File: config.mk
export PLATFORM = sky130hd
export DESIGN_NAME = mpa_port_a
export DESIGN_NICKNAME = d
export VERILOG_FILES = /design/src/core/mpa_pkg.sv /design/src/core/mpa_pin_cell.sv /design/src/core/mpa_port_a.sv
export SDC_FILE = /design/constraint.sdc
export NUM_CORES = 1
export LEC_CHECK = 0
export ABC_AREA = 1
export BUFFER_PORTS_ARGS = -buffer_cell sky130_fd_sc_hd__clkbuf_2
export CAP_MARGIN = 20
export CORE_ASPECT_RATIO = 0.75
export CORE_MARGIN = 8
export CORE_UTILIZATION = 40
export CTS_CLUSTER_SIZE = 10
export DETAILED_ROUTE_END_ITERATION = 10
export MAX_ROUTING_LAYER = met4
export PLACE_DENSITY_LB_ADDON = 0.15
export SLEW_MARGIN = 15
export SYNTH_ARGS = -nofsm -noshare
export SYNTH_HDL_FRONTEND = slang
export SYNTH_SLANG_ARGS = --single-unit
File: constraint.sdc
create_clock -name ref_clk -period 3.76 [get_ports ref_clk]
set_input_delay 0.752 -clock ref_clk [delete_from_list [all_inputs] [get_ports ref_clk]]
set_output_delay 0.752 -clock ref_clk [all_outputs]
set_load 0.01 [all_outputs]
File: src/core/mpa_pkg.sv
// Constants, register map and types for the port A block
package mpa_pkg;

  // Bus geometry
  localparam int ADDR_W = 12;
  localparam int DATA_W = 32;
  localparam int IDX_W = 10;

  // Register indices; byte address is four times the index
  localparam logic [IDX_W-1:0] IDX_PORT_A_DATA = 10'h005;
  localparam logic [IDX_W-1:0] IDX_PORT_A_DIRECTION = 10'h085;
  localparam logic [IDX_W-1:0] IDX_ANALOG_PIN_SELECT = 10'h09d;

  // Field layout of the analog pin select register
  localparam int ASEL_W = 6;
  localparam int ASEL_LOW_LSB = 0;
  localparam int ASEL_LOW_W = 4;
  localparam int ASEL_PB_LSB = 4;
  localparam int ASEL_PB_W = 2;

  // Pin positions inside port A
  localparam int PIN_OPEN_DRAIN = 4;
  localparam int PIN_INPUT_ONLY = 5;
  localparam int PIN_OSC_OUT = 6;
  localparam int PIN_OSC_IN = 7;
  localparam int PORT_W = 8;

  // Reset values
  localparam logic [3:0] RST_DATA_LOW = 4'h0;
  localparam logic [PORT_W-1:0] RST_DATA = 8'h00;
  localparam logic [PORT_W-1:0] RST_DIRECTION = 8'hff;
  localparam logic [ASEL_W-1:0] RST_ASEL = 6'h3f;

  // AXI responses
  localparam logic [1:0] RESP_OKAY = 2'h0;
  localparam logic [1:0] RESP_SLVERR = 2'h2;

  typedef enum logic [1:0] {
    MPA_WS_COLLECT = 2'b01,
    MPA_WS_RESP = 2'b10
  } mpa_wstate_e;

  typedef enum logic [1:0] {
    MPA_PK_PUSH_PULL = 2'h0,
    MPA_PK_OPEN_DRAIN = 2'h1,
    MPA_PK_INPUT_ONLY = 2'h2
  } mpa_pin_kind_e;

endpackage

File: src/core/mpa_pin_cell.sv
// One port pin: input synchroniser, driver control and read level
`timescale 1ns/100ps
`default_nettype none
module mpa_pin_cell #(
  parameter mpa_pkg::mpa_pin_kind_e KIND = mpa_pkg::MPA_PK_PUSH_PULL
) (
  input wire logic ref_clk,
  input wire logic reset_n,
  input wire logic padIn,
  input wire logic dirInput,
  input wire logic latchBit,
  input wire logic analogMode,
  input wire logic portBlocked,
  output logic padOut,
  output logic padOe,
  output logic pinLevel,
  output logic padSync
);
  import mpa_pkg::*;

  logic meta_ff;
  logic sync_ff;
  logic padOut_ff;
  logic padOe_ff;
  logic nxt_padOut;
  logic nxt_padOe;
  logic driveWanted;

  // Direction still applies in analog mode; a cleared bit drives
  assign driveWanted = ~dirInput & ~portBlocked;
  // Open drain only pulls low; input-only pin has no driver
  assign nxt_padOe = (KIND == MPA_PK_INPUT_ONLY) ? 1'b0 :
    (KIND == MPA_PK_OPEN_DRAIN) ? (driveWanted & ~latchBit) :
    driveWanted;
  assign nxt_padOut = (KIND == MPA_PK_OPEN_DRAIN) ? 1'b0 : latchBit;

  always_ff @(posedge ref_clk or negedge reset_n) begin
    if (!reset_n) begin
      meta_ff <= 1'b0;
      sync_ff <= 1'b0;
      padOut_ff <= 1'b0;
      padOe_ff <= 1'b0;
    end else begin
      meta_ff <= padIn;
      sync_ff <= meta_ff;
      padOut_ff <= nxt_padOut;
      padOe_ff <= nxt_padOe;
    end
  end

  // Input buffer off in analog mode, so the pin reads low
  assign pinLevel = analogMode ? 1'b0 : sync_ff;
  assign padSync = sync_ff;
  assign padOut = padOut_ff;
  assign padOe = padOe_ff;

endmodule
`default_nettype wire

File: src/core/mpa_port_a.sv
// Port A with analog pin select, registers on AXI4-Lite
//
// Added by the designer: the AXI4-Lite interface to the registers.
`timescale 1ns/100ps
`default_nettype none
module mpa_port_a (
  input wire logic ref_clk,
  input wire logic reset_n,
  input wire logic otherResetPin,
  input wire logic oscUsesOutPin,
  input wire logic oscUsesInPin,
  input wire logic [mpa_pkg::PORT_W-1:0] periphEnable,
  input wire logic [mpa_pkg::PORT_W-1:0] padIn,
  output logic [mpa_pkg::PORT_W-1:0] padOut,
  output logic [mpa_pkg::PORT_W-1:0] padOe,
  output logic timer0ExternalClockIn,
  output logic masterClearIn,
  output logic [mpa_pkg::ASEL_LOW_W-1:0] lowerAnalogMode,
  output logic [mpa_pkg::ASEL_PB_W-1:0] portBAnalogMode,
  input wire logic s_axi_awvalid,
  output logic s_axi_awready,
  input wire logic [mpa_pkg::ADDR_W-1:0] s_axi_awaddr,
  input wire logic [2:0] s_axi_awprot,
  input wire logic s_axi_wvalid,
  output logic s_axi_wready,
  input wire logic [mpa_pkg::DATA_W-1:0] s_axi_wdata,
  input wire logic [3:0] s_axi_wstrb,
  output logic s_axi_bvalid,
  input wire logic s_axi_bready,
  output logic [1:0] s_axi_bresp,
  input wire logic s_axi_arvalid,
  output logic s_axi_arready,
  input wire logic [mpa_pkg::ADDR_W-1:0] s_axi_araddr,
  input wire logic [2:0] s_axi_arprot,
  output logic s_axi_rvalid,
  input wire logic s_axi_rready,
  output logic [mpa_pkg::DATA_W-1:0] s_axi_rdata,
  output logic [1:0] s_axi_rresp
);
  import mpa_pkg::*;

  // Register file
  logic [PORT_W-1:0] latch_ff;
  logic [PORT_W-1:0] dir_ff;
  logic [ASEL_W-1:0] aSel_ff;
  logic [PORT_W-1:0] nxt_latch;
  logic [PORT_W-1:0] nxt_dir;
  logic [ASEL_W-1:0] nxt_aSel;

  // Non-power-on reset request, synchronised
  logic otherRstMeta_ff;
  logic otherRstSync_ff;

  // Pin side
  logic [PORT_W-1:0] pinLevel;
  logic [PORT_W-1:0] padSync;
  logic [PORT_W-1:0] analogVec;
  logic [PORT_W-1:0] blockVec;
  logic timer0_ff;
  logic clrPin_ff;
  logic [ASEL_LOW_W-1:0] lowerAn_ff;
  logic [ASEL_PB_W-1:0] portBAn_ff;

  // Write channel
  mpa_wstate_e wState_ff;
  mpa_wstate_e nxt_wState;
  logic awHeld_ff;
  logic wHeld_ff;
  logic [IDX_W-1:0] awIdx_ff;
  logic [PORT_W-1:0] wData_ff;
  logic wLane0_ff;
  logic awReady_ff;
  logic wReady_ff;
  logic bValid_ff;
  logic [1:0] bResp_ff;
  logic nxt_awHeld;
  logic nxt_wHeld;
  logic awTake;
  logic wTake;
  logic doWrite;
  logic bDone;

  // Read channel
  logic arReady_ff;
  logic rValid_ff;
  logic [DATA_W-1:0] rData_ff;
  logic [1:0] rResp_ff;
  logic nxt_rValid;
  logic arTake;

  // Decode
  logic wrSelData;
  logic wrSelDir;
  logic wrSelASel;
  logic wrHit;
  logic [IDX_W-1:0] arIdx;
  logic rdSelData;
  logic rdSelDir;
  logic rdSelASel;
  logic rdHit;
  logic [PORT_W-1:0] rdByte;
  logic [PORT_W-1:0] laneMask;
  logic [PORT_W-1:0] rmwValue;
  logic otherRst;

  // Pin cells; pin kind follows its shared function
  genvar gi;
  generate
    for (gi = 0; gi < PORT_W; gi++) begin : g_pin
      mpa_pin_cell #(
        .KIND((gi == PIN_OPEN_DRAIN) ? MPA_PK_OPEN_DRAIN :
          (gi == PIN_INPUT_ONLY) ? MPA_PK_INPUT_ONLY :
          MPA_PK_PUSH_PULL)
      ) u_cell (
        .ref_clk(ref_clk),
        .reset_n(reset_n),
        .padIn(padIn[gi]),
        .dirInput(dir_ff[gi]),
        .latchBit(latch_ff[gi]),
        .analogMode(analogVec[gi]),
        .portBlocked(blockVec[gi]),
        .padOut(padOut[gi]),
        .padOe(padOe[gi]),
        .pinLevel(pinLevel[gi]),
        .padSync(padSync[gi])
      );
    end
  endgenerate

  // Only the lower four port A pins are mixed-signal
  assign analogVec = {{(PORT_W - ASEL_LOW_W){1'b0}},
    aSel_ff[ASEL_LOW_LSB +: ASEL_LOW_W]};
  // Peripheral or oscillator use takes the pin from the port
  assign blockVec = periphEnable |
    {oscUsesInPin, oscUsesOutPin, {(PORT_W - 2){1'b0}}};

  assign otherRst = otherRstSync_ff;

  // Write path
  assign awTake = s_axi_awvalid & awReady_ff;
  assign wTake = s_axi_wvalid & wReady_ff;
  assign doWrite = (wState_ff == MPA_WS_COLLECT) & awHeld_ff & wHeld_ff;
  assign bDone = bValid_ff & s_axi_bready;
  assign nxt_awHeld = doWrite ? 1'b0 : (awHeld_ff | awTake);
  assign nxt_wHeld = doWrite ? 1'b0 : (wHeld_ff | wTake);

  always_comb begin
    case (wState_ff)
      MPA_WS_COLLECT: nxt_wState = doWrite ? MPA_WS_RESP : MPA_WS_COLLECT;
      MPA_WS_RESP: nxt_wState = bDone ? MPA_WS_COLLECT : MPA_WS_RESP;
      default: nxt_wState = MPA_WS_COLLECT;
    endcase
  end

  assign wrSelData = awIdx_ff == IDX_PORT_A_DATA;
  assign wrSelDir = awIdx_ff == IDX_PORT_A_DIRECTION;
  assign wrSelASel = awIdx_ff == IDX_ANALOG_PIN_SELECT;
  assign wrHit = wrSelData | wrSelDir | wrSelASel;

  // Pins are sampled and merged; an unstrobed lane writes them back
  assign laneMask = {PORT_W{wLane0_ff}};
  assign rmwValue = (pinLevel & ~laneMask) | (wData_ff & laneMask);

  // Other resets clear only the low data bits; upper bits hold
  assign nxt_latch = otherRst ? {latch_ff[PORT_W-1:4], RST_DATA_LOW} :
    (doWrite & wrSelData) ? rmwValue : latch_ff;
  assign nxt_dir = otherRst ? RST_DIRECTION :
    (doWrite & wrSelDir & wLane0_ff) ? wData_ff : dir_ff;
  // Reserved top bits are not stored at all
  assign nxt_aSel = otherRst ? RST_ASEL :
    (doWrite & wrSelASel & wLane0_ff) ? wData_ff[ASEL_W-1:0] :
    aSel_ff;

  // Read path
  assign arTake = s_axi_arvalid & arReady_ff;
  assign arIdx = s_axi_araddr[ADDR_W-1:2];
  assign rdSelData = arIdx == IDX_PORT_A_DATA;
  assign rdSelDir = arIdx == IDX_PORT_A_DIRECTION;
  assign rdSelASel = arIdx == IDX_ANALOG_PIN_SELECT;
  assign rdHit = rdSelData | rdSelDir | rdSelASel;
  assign rdByte = rdSelData ? pinLevel :
    rdSelDir ? dir_ff :
    rdSelASel ? {2'h0, aSel_ff} : 8'h00;
  assign nxt_rValid = arTake | (rValid_ff & ~s_axi_rready);

  always_ff @(posedge ref_clk or negedge reset_n) begin
    if (!reset_n) begin
      otherRstMeta_ff <= 1'b0;
      otherRstSync_ff <= 1'b0;
    end else begin
      otherRstMeta_ff <= otherResetPin;
      otherRstSync_ff <= otherRstMeta_ff;
    end
  end

  // Power-on and brown-out: upper data bits are undefined, zero here
  always_ff @(posedge ref_clk or negedge reset_n) begin
    if (!reset_n) begin
      latch_ff <= RST_DATA;
      dir_ff <= RST_DIRECTION;
      aSel_ff <= RST_ASEL;
    end else begin
      latch_ff <= nxt_latch;
      dir_ff <= nxt_dir;
      aSel_ff <= nxt_aSel;
    end
  end

  always_ff @(posedge ref_clk or negedge reset_n) begin
    if (!reset_n) begin
      wState_ff <= MPA_WS_COLLECT;
      awHeld_ff <= 1'b0;
      wHeld_ff <= 1'b0;
      awReady_ff <= 1'b1;
      wReady_ff <= 1'b1;
      bValid_ff <= 1'b0;
      bResp_ff <= RESP_OKAY;
    end else begin
      wState_ff <= nxt_wState;
      awHeld_ff <= nxt_awHeld;
      wHeld_ff <= nxt_wHeld;
      awReady_ff <= ~nxt_awHeld & (nxt_wState == MPA_WS_COLLECT);
      wReady_ff <= ~nxt_wHeld & (nxt_wState == MPA_WS_COLLECT);
      bValid_ff <= nxt_wState == MPA_WS_RESP;
      if (doWrite) begin
        bResp_ff <= wrHit ? RESP_OKAY : RESP_SLVERR;
      end
    end
  end

  always_ff @(posedge ref_clk or negedge reset_n) begin
    if (!reset_n) begin
      awIdx_ff <= '0;
      wData_ff <= '0;
      wLane0_ff <= 1'b0;
    end else begin
      if (awTake) begin
        awIdx_ff <= s_axi_awaddr[ADDR_W-1:2];
      end
      if (wTake) begin
        wData_ff <= s_axi_wdata[PORT_W-1:0];
        wLane0_ff <= s_axi_wstrb[0];
      end
    end
  end

  always_ff @(posedge ref_clk or negedge reset_n) begin
    if (!reset_n) begin
      arReady_ff <= 1'b1;
      rValid_ff <= 1'b0;
      rData_ff <= '0;
      rResp_ff <= RESP_OKAY;
    end else begin
      rValid_ff <= nxt_rValid;
      arReady_ff <= ~nxt_rValid;
      if (arTake) begin
        rData_ff <= {{(DATA_W - PORT_W){1'b0}}, rdByte};
        rResp_ff <= rdHit ? RESP_OKAY : RESP_SLVERR;
      end
    end
  end

  // Side outputs for timer0, reset logic, converter and port B
  always_ff @(posedge ref_clk or negedge reset_n) begin
    if (!reset_n) begin
      timer0_ff <= 1'b0;
      clrPin_ff <= 1'b0;
      lowerAn_ff <= RST_ASEL[ASEL_LOW_LSB +: ASEL_LOW_W];
      portBAn_ff <= RST_ASEL[ASEL_PB_LSB +: ASEL_PB_W];
    end else begin
      timer0_ff <= padSync[PIN_OPEN_DRAIN];
      clrPin_ff <= padSync[PIN_INPUT_ONLY];
      lowerAn_ff <= aSel_ff[ASEL_LOW_LSB +: ASEL_LOW_W];
      // Port B forces its read to one while this is high
      portBAn_ff <= aSel_ff[ASEL_PB_LSB +: ASEL_PB_W];
    end
  end

  assign timer0ExternalClockIn = timer0_ff;
  assign masterClearIn = clrPin_ff;
  assign lowerAnalogMode = lowerAn_ff;
  assign portBAnalogMode = portBAn_ff;
  assign s_axi_awready = awReady_ff;
  assign s_axi_wready = wReady_ff;
  assign s_axi_bvalid = bValid_ff;
  assign s_axi_bresp = bResp_ff;
  assign s_axi_arready = arReady_ff;
  assign s_axi_rvalid = rValid_ff;
  assign s_axi_rdata = rData_ff;
  assign s_axi_rresp = rResp_ff;

endmodule
`default_nettype wire

==> out/qor.json, run 1 <==
{
  "worst_setup_path": {
    "max_stage_delay_ps": 630,
    "worst-r2r-cell-count": 5,
    "worstSetupStartpointType": "register",
    "worst_path_dominant_cell_family": "simple AND/OR/NAND/NOR gates",
    "timing.critical_path.mode_cell": "nand2_1",
    "critPathBufInv": 0,
    "setup.reg_to_reg.worst_slack_ps": 1830,
    "critical_path.slowest_cell": "nor2b_1",
    "r2r_start": "awIdx_ff[5]",
    "worstPathArrival_ps": 2150,
    "worst-path-max-fanout": 10,
    "timing.critical_path.to_type": "register",
    "critical_path.reg2reg.endpoint": "latch_ff[6]",
    "worstPathCellList": "nor3_4 > nor2b_1 > nand3_1 > nand2_1 > nand2_1",
    "setup.worst_path.class": "register to register",
    "critical_path_required_ps": 3990
  },
  "clock_tree": {
    "clock_tree.root_cell": "clkbuf_16",
    "clock-sinks": 100,
    "clock_insertion_delay_worst_skew_ps": 340,
    "postCtsResizedCells": 0,
    "cts_buffers": 9,
    "hold_buffers": 0,
    "cts.htree.levels": 3,
    "cts.path.max_buffers": 2,
    "cts.clk_slew.worst_paths_ps": 70,
    "tritoncts_clock_tree": "done",
    "post-cts-setup-buffer-count": 0
  },
  "timing": {
    "timing.clock.skew_ps": 8.087,
    "setup-tns-final_ps": 0,
    "fin_crit_sh_pct": 51.29,
    "rsz0062_at_grt": "no",
    "fmaxAchievable_ghz": 0.5185,
    "max-slew-margin-rel_pct": 37.43,
    "slew_violations": 0,
    "timing.final.crit_period_ps": 1929,
    "hold_violation_count_in_the_final_report": 0,
    "worst_pin_slew_ps": 932.8,
    "setup-violations-final": 0
  },
  "worst_hold_path": {
    "hold-path-cell-count": 0,
    "holdCritPathClass": "register to register",
    "worstHoldEndpoint": "g_pin[2].u_cell.padSync",
    "min-delay-start": "g_pin[2].u_cell.meta_ff"
  },
  "die": {
    "die_area_um2": 14250,
    "horizontal_die_dimension_um": 135.2,
    "pin_count": 157,
    "initial_core_util_pct": 41.27,
    "core_um2": 10330,
    "std_cell_rows": 32,
    "die_height_um": 105.4
  },
  "power": {
    "power.density_cell_area_nw_per_um2": 613.7,
    "p_leak_nw": 2.669,
    "irDropWorstVdd_uv": 316.4
  },
  "cells_and_area": {
    "final_core_occ_pct": 48.22,
    "finish.net_count": 628,
    "drive_gt1_share_pct": 26.53,
    "flow.area_growth_from_synthesis_pct": 16.85,
    "fin_area_um2": 4981,
    "num_antenna_cells": 0
  },
  "place": {
    "post_placement_cell_area_um2": 4653,
    "dp.final_hpwl_um": 7381,
    "gp_congestion": 0.8275,
    "port_buf_inserts": 90
  },
  "routing": {
    "detailroute.via_count": 3122,
    "routed_wire_length_per_instance_um": 14.21,
    "number_of_design_rule_violations_left_after_detail_routing": 0,
    "postRouteWirelength_um": 9591,
    "detailedRoute.firstPassIterationCount": 4,
    "postRouteAntennaNets": 0,
    "vias_per_cell": 4.625,
    "detail_route.iter0.violations": 157
  },
  "global_routing": {
    "met3_global_route_usage_pct": 4.269,
    "grt_busiest_layer": "met1",
    "gr-usage-all-layers_pct": 14.07,
    "grt_first_pass_wirelength_um": 15390,
    "first_global_vias": 3072,
    "grt_max_degree": 71,
    "grt_met2_use_pct": 18.02,
    "grt_antenna_before_repair": 0,
    "global_route.overflow_total": 0,
    "groute.layer.met1.usage_pct": 20.07
  },
  "logic_synthesis": {
    "synth_sequential_area_ratio_pct": 59.41,
    "netlist_instances": 455,
    "synth_area_um2": 4263,
    "synth_cell_types": 24,
    "yosys_register_bits": 100,
    "synth_warnings": 0,
    "synth_area_per_cell_um2": 9.369
  },
  "run_status": {
    "outcome": "finished, final reports clean"
  },
  "flow_run": {
    "timing.max_cap.violations": 0
  }
}
## per-layer routing
metal  wire, µm  vias up
met3        723       14
met1       4801     1457
met4        144        0
met2       3921      102
met5          0        -
li1           -     1549
## sequential cells by signal, indices dropped and copies added (netlist names), 2 cells and up
name,count
awIdx_ff,10
dir_ff,8
g_pin.u_cell.meta_ff,8
g_pin.u_cell.padSync,8
latch_ff,8
s_axi_rdata,8
wData_ff,8
g_pin.u_cell.padOe,7
g_pin.u_cell.padOut,7
aSel_ff,6
lowerAnalogMode,4
portBAnalogMode,2
wState_ff,2
## cell usage in the layout, fill, tap and decap left out, types with 2 or more instances in the layout
cell	count
dfstp_2	24
clkbuf_16	9
o21ai_0	15
nor2_1	38
mux2_2	3
clkinv_4	2
a21oi_1	10
nand3_1	41
clkbuf_2	89
nand2_4	2
nand4_1	22
conb_1	28
clkinv_1	2
bufinv_16	2
nand2_1	123
dfrtp_1	76
ha_1	2
inv_1	33
nor3_1	4
buf_4	4
## worst reg2reg max path: cells and delay by family, from the launching register on
kind	cells	cell delay, ps
DFF	1	410
and+or+nand+nor	5	1410
## power breakdown
group	switching (W)	leakage (nW)	internal (W)
Sequential	0.000142	1.21	0.00132
Clock	0.000378	0.156	0.000603
Combinational	0.000403	1.30	0.000212
## synthesized netlist by cell type
master	count	area share [%]
dfrtp_1	76	45
nand2_1	123	11
nor2b_1	1	0.15
inv_1	33	2.9
conb_1	1	0.088
nand3_1	41	4.8
clkbuf_1	9	0.79
o21ai_0	15	1.8
nor3_1	4	0.47
nand4_2	1	0.29
nand4_1	22	3.2
dfstp_2	24	15
clkinv_1	2	0.18
nand2_4	2	0.53
nor3_2	1	0.23
mux2_2	3	0.79
nor2_1	38	3.3
a21oi_1	10	1.2
inv_2	1	0.088
nand3_2	1	0.23
ha_1	2	0.59
buf_4	43	7.6
nor3_4	1	0.38
or2_2	1	0.15
## kinds of logic after synthesis
logic type / synth area share (%)
other: 0.08797
buffers and inverters: 11.54
flip-flops: 59.41
adder cells (fa/ha/maj): 0.5869
multiplexers: 0.7924
AO/OA/AOI/OAI: 2.935
AND/OR/NAND/NOR: 24.66
## area by class of cell
type / instances / area, µm²
fillers: 1027 / 5349
flip-flops and latches: 100 / 2532
multi-input cells: 294 / 1340
repair buffers: 93 / 475.5
clock buffers: 11 / 242.7
well taps: 136 / 170.2
inverters: 36 / 135.1
clock inverters: 5 / 85.08
## worst max path at each step
stage,slack (ps),cells after the start,end,startpoint
finish,1830,5,latch_ff[6],awIdx_ff[5]
global route,1670,5,latch_ff[6],awIdx_ff[5]
CTS,1820,5,latch_ff[6],awIdx_ff[5]
detailed placement,1810,9,s_axi_rdata[7],s_axi_araddr[2]
global placement,1860,9,s_axi_rdata[3],s_axi_araddr[2]
floorplan,2180,7,s_axi_rresp[1],s_axi_araddr[2]
## through the flow
step	setup WS, ps	power [W]	instances	hold slack (ps)
finish	1831	0.003057	675	346.4
floorplan	2179	0.001888	482	331.2
global route	1671	0.003254	675	358.9
CTS	1824	0.003101	675	349.3
detailed placement	1807	0.002098	659	334.7
global placement	1862	0.002078	659	331.4
Note: power is estimated with default switching activity, not from simulation.
==> run 2: changes to the inputs <==
==> constraint.sdc (replaced) <==
create_clock -name ref_clk -period 1.7 [get_ports ref_clk]
set_input_delay 0.34 -clock ref_clk [delete_from_list [all_inputs] [get_ports ref_clk]]
set_output_delay 0.34 -clock ref_clk [all_outputs]
set_load 0.01 [all_outputs]
==> run 2 against run 1 <==
  * Wire length up 2.9%
  * Final cell count rose by 2.2%
  * Non-clock buffer count grew 15
  * Critical path type unchanged
==> out/qor.json, run 2 (synthesized netlist as in run 1, its figures left out) <==
{
  "place": {
    "post-place-ws": {"value": 60.93, "unit": "ps", "change": "-1746 ps"},
    "gp_congestion": {"value": 0.8326, "change": "+0.62%"},
    "dp.final_hpwl": {"value": 7817, "unit": "µm", "change": "+5.9%"},
    "port_buf_inserts": {"value": 90, "change": "unchanged"}
  },
  "routing": {
    "number_of_design_rule_violations_left_after_detail_routing": {"value": 0, "change": "unchanged"},
    "detail_route.iter0.violations": {"value": 149, "change": "-5.1%"},
    "detailroute.via_count": {"value": 3132, "change": "+0.32%"},
    "vias_per_cell": {"value": 4.539, "change": "-1.9%"},
    "detailedRoute.firstPassIterationCount": {"value": 4, "change": "unchanged"},
    "postRouteAntennaNets": {"value": 0, "change": "unchanged"},
    "routed_wire_length_per_instance": {"value": 14.30, "unit": "µm", "change": "+0.64%"},
    "postRouteWirelength": {"value": 9867, "unit": "µm", "change": "+2.9%"}
  },
  "clock_tree": {
    "cts.clk_slew.worst_paths": {"value": 70, "unit": "ps", "change": "about the same"},
    "tritoncts_clock_tree": "done",
    "clock_insertion_delay_worst_skew": {"value": 340, "unit": "ps", "change": "about the same"},
    "post-cts-setup-buffer-count": {"value": 0, "change": "unchanged"},
    "cts_buffers": {"value": 9, "change": "unchanged"},
    "clock-sinks": {"value": 100, "change": "unchanged"},
    "clock_tree.root_cell": "clkbuf_16",
    "cts.path.max_buffers": {"value": 2, "change": "unchanged"},
    "cts.htree.levels": {"value": 3, "change": "unchanged"}
  },
  "timing": {
    "slew_violations": {"value": 0, "change": "unchanged"},
    "hold_violation_count_in_the_final_report": {"value": 0, "change": "unchanged"},
    "max-slew-margin-rel": {"value": 60.66, "unit": "%", "change": "+23 points"},
    "setup-tns-final": {"value": 0, "unit": "ps", "change": "unchanged"},
    "worst_pin_slew": {"value": 586.5, "unit": "ps", "change": "-346.2 ps"},
    "timing.clock.skew": {"value": 6.280, "unit": "ps", "change": "-1.807 ps"},
    "fin_crit_sh": {"value": 92.68, "unit": "%", "change": "+41 points"},
    "timing.final.crit_period": {"value": 1576, "unit": "ps", "change": "-353.1 ps"},
    "rsz0062_at_grt": "no",
    "fmaxAchievable": {"value": 0.6347, "unit": "GHz", "change": "+22%"},
    "setup-violations-final": {"value": 0, "change": "unchanged"},
    "postLayoutSetupSlackWorst": {"value": 124.5, "unit": "ps", "change": "-1707 ps"}
  },
  "power": {
    "clock_power_share": {"value": 31.2, "unit": "%", "change": "-0.9 points"},
    "total_power": {"value": 0.006816, "unit": "W", "change": "+120%"},
    "share_comb_of_total_power": {"value": 21.3, "unit": "%", "change": "+1.2 points"},
    "irDropWorstVdd": {"value": 920.6, "unit": "µV", "change": "+190%"},
    "p_leak": {"value": 2.746, "unit": "nW", "change": "+2.9%"},
    "net-switching-power": {"value": 0.002109, "unit": "W", "change": "+130%"},
    "power.density_cell_area": {"value": 1334, "unit": "nW/µm²", "change": "+120%"},
    "cell_internal_pwr": {"value": 0.004707, "unit": "W", "change": "+120%"},
    "power.switching_fraction": {"value": 30.94, "unit": "%", "change": "+0.76 points"},
    "seqPwrFrac": {"value": 47.5, "unit": "%", "change": "-0.3 points"}
  },
  "global_routing": {
    "grt_max_degree": {"value": 35, "change": "-51%"},
    "grt_first_pass_wirelength": {"value": 15930, "unit": "µm", "change": "+3.5%"},
    "global_route.overflow_total": {"value": 0, "change": "unchanged"},
    "grt_antenna_before_repair": {"value": 0, "change": "unchanged"},
    "gr-usage-all-layers": {"value": 14.57, "unit": "%", "change": "+0.50 points"},
    "first_global_vias": {"value": 3195, "change": "+4.0%"}
  },
  "cells_and_area": {
    "layout.cells.most_common": "nand2_1",
    "number_of_flip_flops_in_the_largest_register": {"value": 10, "change": "unchanged"},
    "layout.cells.most_common_list": "nand2_1, clkbuf_2, dfrtp_1, nand3_1, nor2_1",
    "num_antenna_cells": {"value": 0, "change": "unchanged"},
    "finish.net_count": {"value": 643, "change": "+2.4%"},
    "drive_gt1_share": {"value": 28.88, "unit": "%", "change": "+2.4 points"},
    "multiInputGateArea": {"value": 1359, "unit": "µm²", "change": "+1.4%"},
    "registers.top_by_ff_count": "awIdx_ff",
    "flow.area_growth_from_synthesis_pct": 19.81,
    "fill_cells": {"value": 988, "change": "-3.8%"},
    "register_area": {"value": 2532, "unit": "µm²", "change": "unchanged"}
  },
  "flow_run": {
    "timing.max_cap.violations": {"value": 0, "change": "unchanged"}
  },
  "die": {
    "die_area": {"value": 14250, "unit": "µm²", "change": "unchanged"},
    "initial_core_util": {"value": 41.27, "unit": "%", "change": "unchanged"},
    "pin_count": {"value": 157, "change": "unchanged"},
    "die_height": {"value": 105.4, "unit": "µm", "change": "unchanged"},
    "std_cell_rows": {"value": 32, "change": "unchanged"},
    "core": {"value": 10330, "unit": "µm²", "change": "unchanged"},
    "horizontal_die_dimension": {"value": 135.2, "unit": "µm", "change": "unchanged"}
  },
  "run_status": {
    "outcome": "finished, final reports clean"
  },
  "worst_setup_path": {
    "worstPathArrival": {"value": 1840, "unit": "ps", "change": "-310 ps"},
    "worst-path-max-fanout": {"value": 8, "change": "-2"},
    "worstSetupStartpointType": "register",
    "timing.critical_path.to_type": "register",
    "critical_path_required": {"value": 1970, "unit": "ps", "change": "-2020 ps"},
    "setup.reg_to_reg.worst_slack": {"value": 120, "unit": "ps", "change": "-1710 ps"},
    "setup.worst_path.class": "register to register"
  },
  "worst_hold_path": {
    "holdCritPathClass": "input port to register"
  }
}
==> run 2: path summary, 6_finish.rpt <==
check	from	to	cells after the start
min in group asynchronous	reset_n	awIdx_ff[5]	2
max in group asynchronous	reset_n	portBAnalogMode[0]	3
setup reg to reg	wState_ff[0]	aSel_ff[0]	7
hold reg to reg	g_pin[4].u_cell.meta_ff	g_pin[4].u_cell.padSync	0
hold / removal	otherResetPin	otherRstMeta_ff	1
setup / recovery	wState_ff[0]	aSel_ff[0]	7
==> run 2: timing repair <==
action	in CTS	in global routing
hold buffers	1	0
endpoints found under the setup margin	0	16
endpoints found under the hold margin	19	0
resized for setup	0	4
==> run 2: final cells by class <==
type,instances,share of cell area [%]
Tap cell,136,3.332
Clock inverter,5,1.102
Timing Repair Buffer,108,11.56
Sequential cell,100,49.58
Clock buffer,11,5.169
Inverter,36,2.646
Multi-Input combinational cell,294,26.60
==> run 2: power groups by stage <==
stage          Sequential (W)  Clock, W  Combinational [W]
6_report              0.00324   0.00213            0.00145
5_1_grt               0.00330   0.00228            0.00165
4_1_cts               0.00323   0.00219            0.00143
3_5_place_dp          0.00327         0            0.00142
3_3_place_gp          0.00326         0            0.00138
2_1_floorplan         0.00322         0           0.000953
==> run 2: routing by layer <==
layer	wire (µm)	global-route usage, %	vias to the layer above
met4	95	5.217	0
met1	4862	20.26	1429
met5	0	-	-
met3	819	4.507	11
li1	-	-	1578
met2	4090	19.44	114
==> run 2: critical path, stage by stage, from the launching register on <==
cell     delay (ps)
dfstp_2         530
ha_1            210
nand3_4         160
inv_1           120
nand4_2         140
buf_4           190
nand3_1          60
nand2_1          80
==> run 2: metrics by stage <==
| step | std cells | hold slack [ps] | cell area [µm²] | utilization [%] |
|---|---|---|---|---|
| 3_5_place_dp | 673 | 318.0 | 4758 | 46.06 |
| 4_1_cts | 690 | 83.71 | 5089 | 49.26 |
| 2_1_floorplan | 482 | 44.41 | 4364 | - |
| 3_3_place_gp | 673 | 307.6 | 4758 | 46.06 |
| 5_1_grt | 690 | 87.69 | 5107 | 49.44 |
| 6_report | 690 | 99.00 | 5107 | 49.44 |
==> run 3: changes to the inputs <==
--- a/config.mk
+++ b/config.mk
@@ -15,6 +15,7 @@
 export DETAILED_ROUTE_END_ITERATION = 10
 export MAX_ROUTING_LAYER = met4
 export PLACE_DENSITY_LB_ADDON = 0.15
+export SETUP_SLACK_MARGIN = 0.5
 export SLEW_MARGIN = 15
 export SYNTH_ARGS = -nofsm -noshare
 export SYNTH_HDL_FRONTEND = slang
==> run 3 against run 2 <==
  * Clock power down 4%
  * Worst hold slack worse by 65 ps
  * Clock-buffer cell count up 1
  * Clock skew up 3.2 ps
  * Register-to-register slack better by 30 ps
  * Sequential share of layout area down 3.3 points
  * Global-route usage up 0.25 points
==> out/qor.json, run 3 (synthesized netlist as in run 1, its figures left out) <==
{
  "die": {
    "std_cell_rows": {"value": 32, "change": "unchanged"},
    "die_height": {"value": 105.4, "unit": "µm", "change": "unchanged"},
    "horizontal_die_dimension": {"value": 135.2, "unit": "µm", "change": "unchanged"},
    "pin_count": {"value": 157, "change": "unchanged"},
    "core": {"value": 10330, "unit": "µm²", "change": "unchanged"},
    "die_area": {"value": 14250, "unit": "µm²", "change": "unchanged"},
    "initial_core_util": {"value": 41.27, "unit": "%", "change": "unchanged"}
  },
  "routing": {
    "vias_per_cell": {"value": 4.633, "change": "+2.1%"},
    "number_of_design_rule_violations_left_after_detail_routing": {"value": 0, "change": "unchanged"},
    "routed_wire_length_per_instance": {"value": 14.25, "unit": "µm", "change": "-0.38%"},
    "postRouteAntennaNets": {"value": 0, "change": "unchanged"},
    "postRouteWirelength": {"value": 9986, "unit": "µm", "change": "+1.2%"},
    "detailedRoute.firstPassIterationCount": {"value": 4, "change": "unchanged"},
    "detailroute.via_count": {"value": 3248, "change": "+3.7%"},
    "detail_route.iter0.violations": {"value": 165, "change": "+11%"}
  },
  "timing": {
    "max-slew-margin-rel": {"value": 65.87, "unit": "%", "change": "+5.2 points"},
    "timing.final.crit_period": {"value": 1541, "unit": "ps", "change": "-34.99 ps"},
    "setup-violations-final": {"value": 0, "change": "unchanged"},
    "rsz0062_at_grt": "yes",
    "slew_violations": {"value": 0, "change": "unchanged"},
    "timing.clock.skew": {"value": 9.520, "unit": "ps", "change": "+3.239 ps"},
    "fmaxAchievable": {"value": 0.6491, "unit": "GHz", "change": "+2.3%"},
    "worst_pin_slew": {"value": 512.0, "unit": "ps", "change": "-74.57 ps"},
    "fin_crit_sh": {"value": 90.62, "unit": "%", "change": "-2.1 points"},
    "postLayoutSetupSlackWorst": {"value": 159.5, "unit": "ps", "change": "+34.99 ps"},
    "hold_violation_count_in_the_final_report": {"value": 0, "change": "unchanged"},
    "setup-tns-final": {"value": 0, "unit": "ps", "change": "unchanged"}
  },
  "global_routing": {
    "gr-usage-all-layers": {"value": 14.82, "unit": "%", "change": "+0.25 points"},
    "grt_met2_use": {"value": 21.38, "unit": "%", "change": "+1.9 points"},
    "met3_global_route_usage": {"value": 4.839, "unit": "%", "change": "+0.33 points"},
    "global_route.overflow_total": {"value": 0, "change": "unchanged"},
    "grt_first_pass_wirelength": {"value": 16260, "unit": "µm", "change": "+2.1%"},
    "groute.layer.met1.usage": {"value": 19.03, "unit": "%", "change": "-1.2 points"},
    "first_global_vias": {"value": 3363, "change": "+5.3%"},
    "grt_max_degree": {"value": 101, "change": "+190%"},
    "grt_busiest_layer": "met2",
    "grt_antenna_before_repair": {"value": 0, "change": "unchanged"}
  },
  "cells_and_area": {
    "layout.cells.most_common": "nand2_1",
    "num_antenna_cells": {"value": 0, "change": "unchanged"},
    "final_core_occ": {"value": 52.93, "unit": "%", "change": "+3.5 points"},
    "registers.top_by_ff_count": "awIdx_ff",
    "flow.area_growth_from_synthesis_pct": 28.27,
    "finish.net_count": {"value": 654, "change": "+1.7%"},
    "register_area": {"value": 2532, "unit": "µm²", "change": "unchanged"},
    "drive_gt1_share": {"value": 36.28, "unit": "%", "change": "+7.4 points"},
    "fill_cells": {"value": 972, "change": "-1.6%"},
    "multiInputGateArea": {"value": 1530, "unit": "µm²", "change": "+13%"},
    "layout.cells.most_common_list": "nand2_1, clkbuf_2, dfrtp_1, nor2_1, inv_1",
    "number_of_flip_flops_in_the_largest_register": {"value": 10, "change": "unchanged"}
  },
  "worst_setup_path": {
    "worstPathCellList": "ha_4 > nand3_4 > buf_4 > buf_6 > buf_4 > nor2_1 > nand2_1 > nand2_1",
    "critical_path.slowest_cell": "dfstp_2",
    "max_stage_delay": {"value": 560, "unit": "ps", "change": "+30 ps"},
    "worstPathArrival": {"value": 1810, "unit": "ps", "change": "-30 ps"},
    "worstSetupStartpointType": "register",
    "critical_path_required": {"value": 1970, "unit": "ps", "change": "about the same"},
    "setup.worst_path.class": "register to register",
    "timing.critical_path.to_type": "register",
    "setup.reg_to_reg.worst_slack": {"value": 160, "unit": "ps", "change": "+30 ps"},
    "worst-path-max-fanout": {"value": 7, "change": "-1"},
    "worst-r2r-cell-count": {"value": 8, "change": "+1"}
  },
  "place": {
    "gp_congestion": {"value": 0.8177, "change": "-1.8%"},
    "dp.final_hpwl": {"value": 7321, "unit": "µm", "change": "-6.3%"},
    "port_buf_inserts": {"value": 90, "change": "unchanged"},
    "post-place-ws": {"value": 169.2, "unit": "ps", "change": "+108.3 ps"}
  },
  "clock_tree": {
    "cts.htree.levels": {"value": 3, "change": "unchanged"},
    "cts_buffers": {"value": 9, "change": "unchanged"},
    "tritoncts_clock_tree": "done",
    "cts.path.max_buffers": {"value": 2, "change": "unchanged"},
    "clock_tree.root_cell": "clkbuf_16",
    "cts.clk_slew.worst_paths": {"value": 70, "unit": "ps", "change": "about the same"},
    "clock-sinks": {"value": 100, "change": "unchanged"},
    "clock_insertion_delay_worst_skew": {"value": 340, "unit": "ps", "change": "about the same"}
  },
  "worst_hold_path": {
    "holdCritPathClass": "input port to async pin"
  },
  "power": {
    "total_power": {"value": 0.007216, "unit": "W", "change": "+5.9%"},
    "power.density_cell_area": {"value": 1320, "unit": "nW/µm²", "change": "-1.1%"},
    "irDropWorstVdd": {"value": 692.3, "unit": "µV", "change": "-25%"},
    "p_leak": {"value": 2.857, "unit": "nW", "change": "+4.1%"}
  },
  "flow_run": {
    "timing.max_cap.violations": {"value": 0, "change": "unchanged"}
  },
  "run_status": {
    "outcome": "finished, final reports clean"
  }
}
-- run 3: timing repair --
action	4_1_cts	5_1_grt
buffers inserted	12	7
endpoints found under the setup margin	65	76
hold buffers	0	0
gates cloned	0	0
pin swaps	6	11
gates resized for setup	24	37
-- run 3: layer usage --
metal	up-vias	wire length (µm)
li1	1602	-
met1	1536	4658
met2	103	4500
met3	7	722
met4	0	104
met5	-	0
-- run 3: area by class of cell --
type                       count  area share [%]
clock buffer                  12           4.691
timing repair buffer         119           14.42
inverter                      36           2.586
multi-input combinational    294           27.99
sequential                   100           46.32
clock inverter                 4          0.8924
tap                          136           3.112
-- run 3: path summary, 6_finish.rpt --
check                                        start                      end
min                                        reset_n              awIdx_ff[8]
min in group ref_clk                      padIn[6]  g_pin[6].u_cell.meta_ff
max                                   wState_ff[0]           s_axi_bresp[1]
min reg2reg                g_pin[0].u_cell.meta_ff  g_pin[0].u_cell.padSync
max reg2reg                           wState_ff[0]           s_axi_bresp[1]
max in group asynchronous                  reset_n       lowerAnalogMode[0]
-- run 3: where the power goes --
group          leakage, nW  internal [W]  switching, W
sequential            1.21       0.00292      0.000361
clock                0.153       0.00122      0.000832
combinational         1.49      0.000832       0.00105
-- run 3: worst max-delay path: cells and delay by family (launching register included) --
kind	cells	cell delay, ps
adder cells (fa/ha/maj)	1	150
buffers and inverters	3	400
flip-flops	1	560
AND/OR/NAND/NOR	4	360
-- run 3: per-stage QoR --
stage / area (µm²) / hold slack, ps / instances
2_1_floorplan: 4420 / 44.41 / 482
3_3_place_gp: 4773 / 331.8 / 666
3_5_place_dp: 4773 / 334.7 / 666
4_1_cts: 5299 / 63.84 / 694
5_1_grt: 5468 / 76.12 / 701
6_report: 5468 / 34.28 / 701
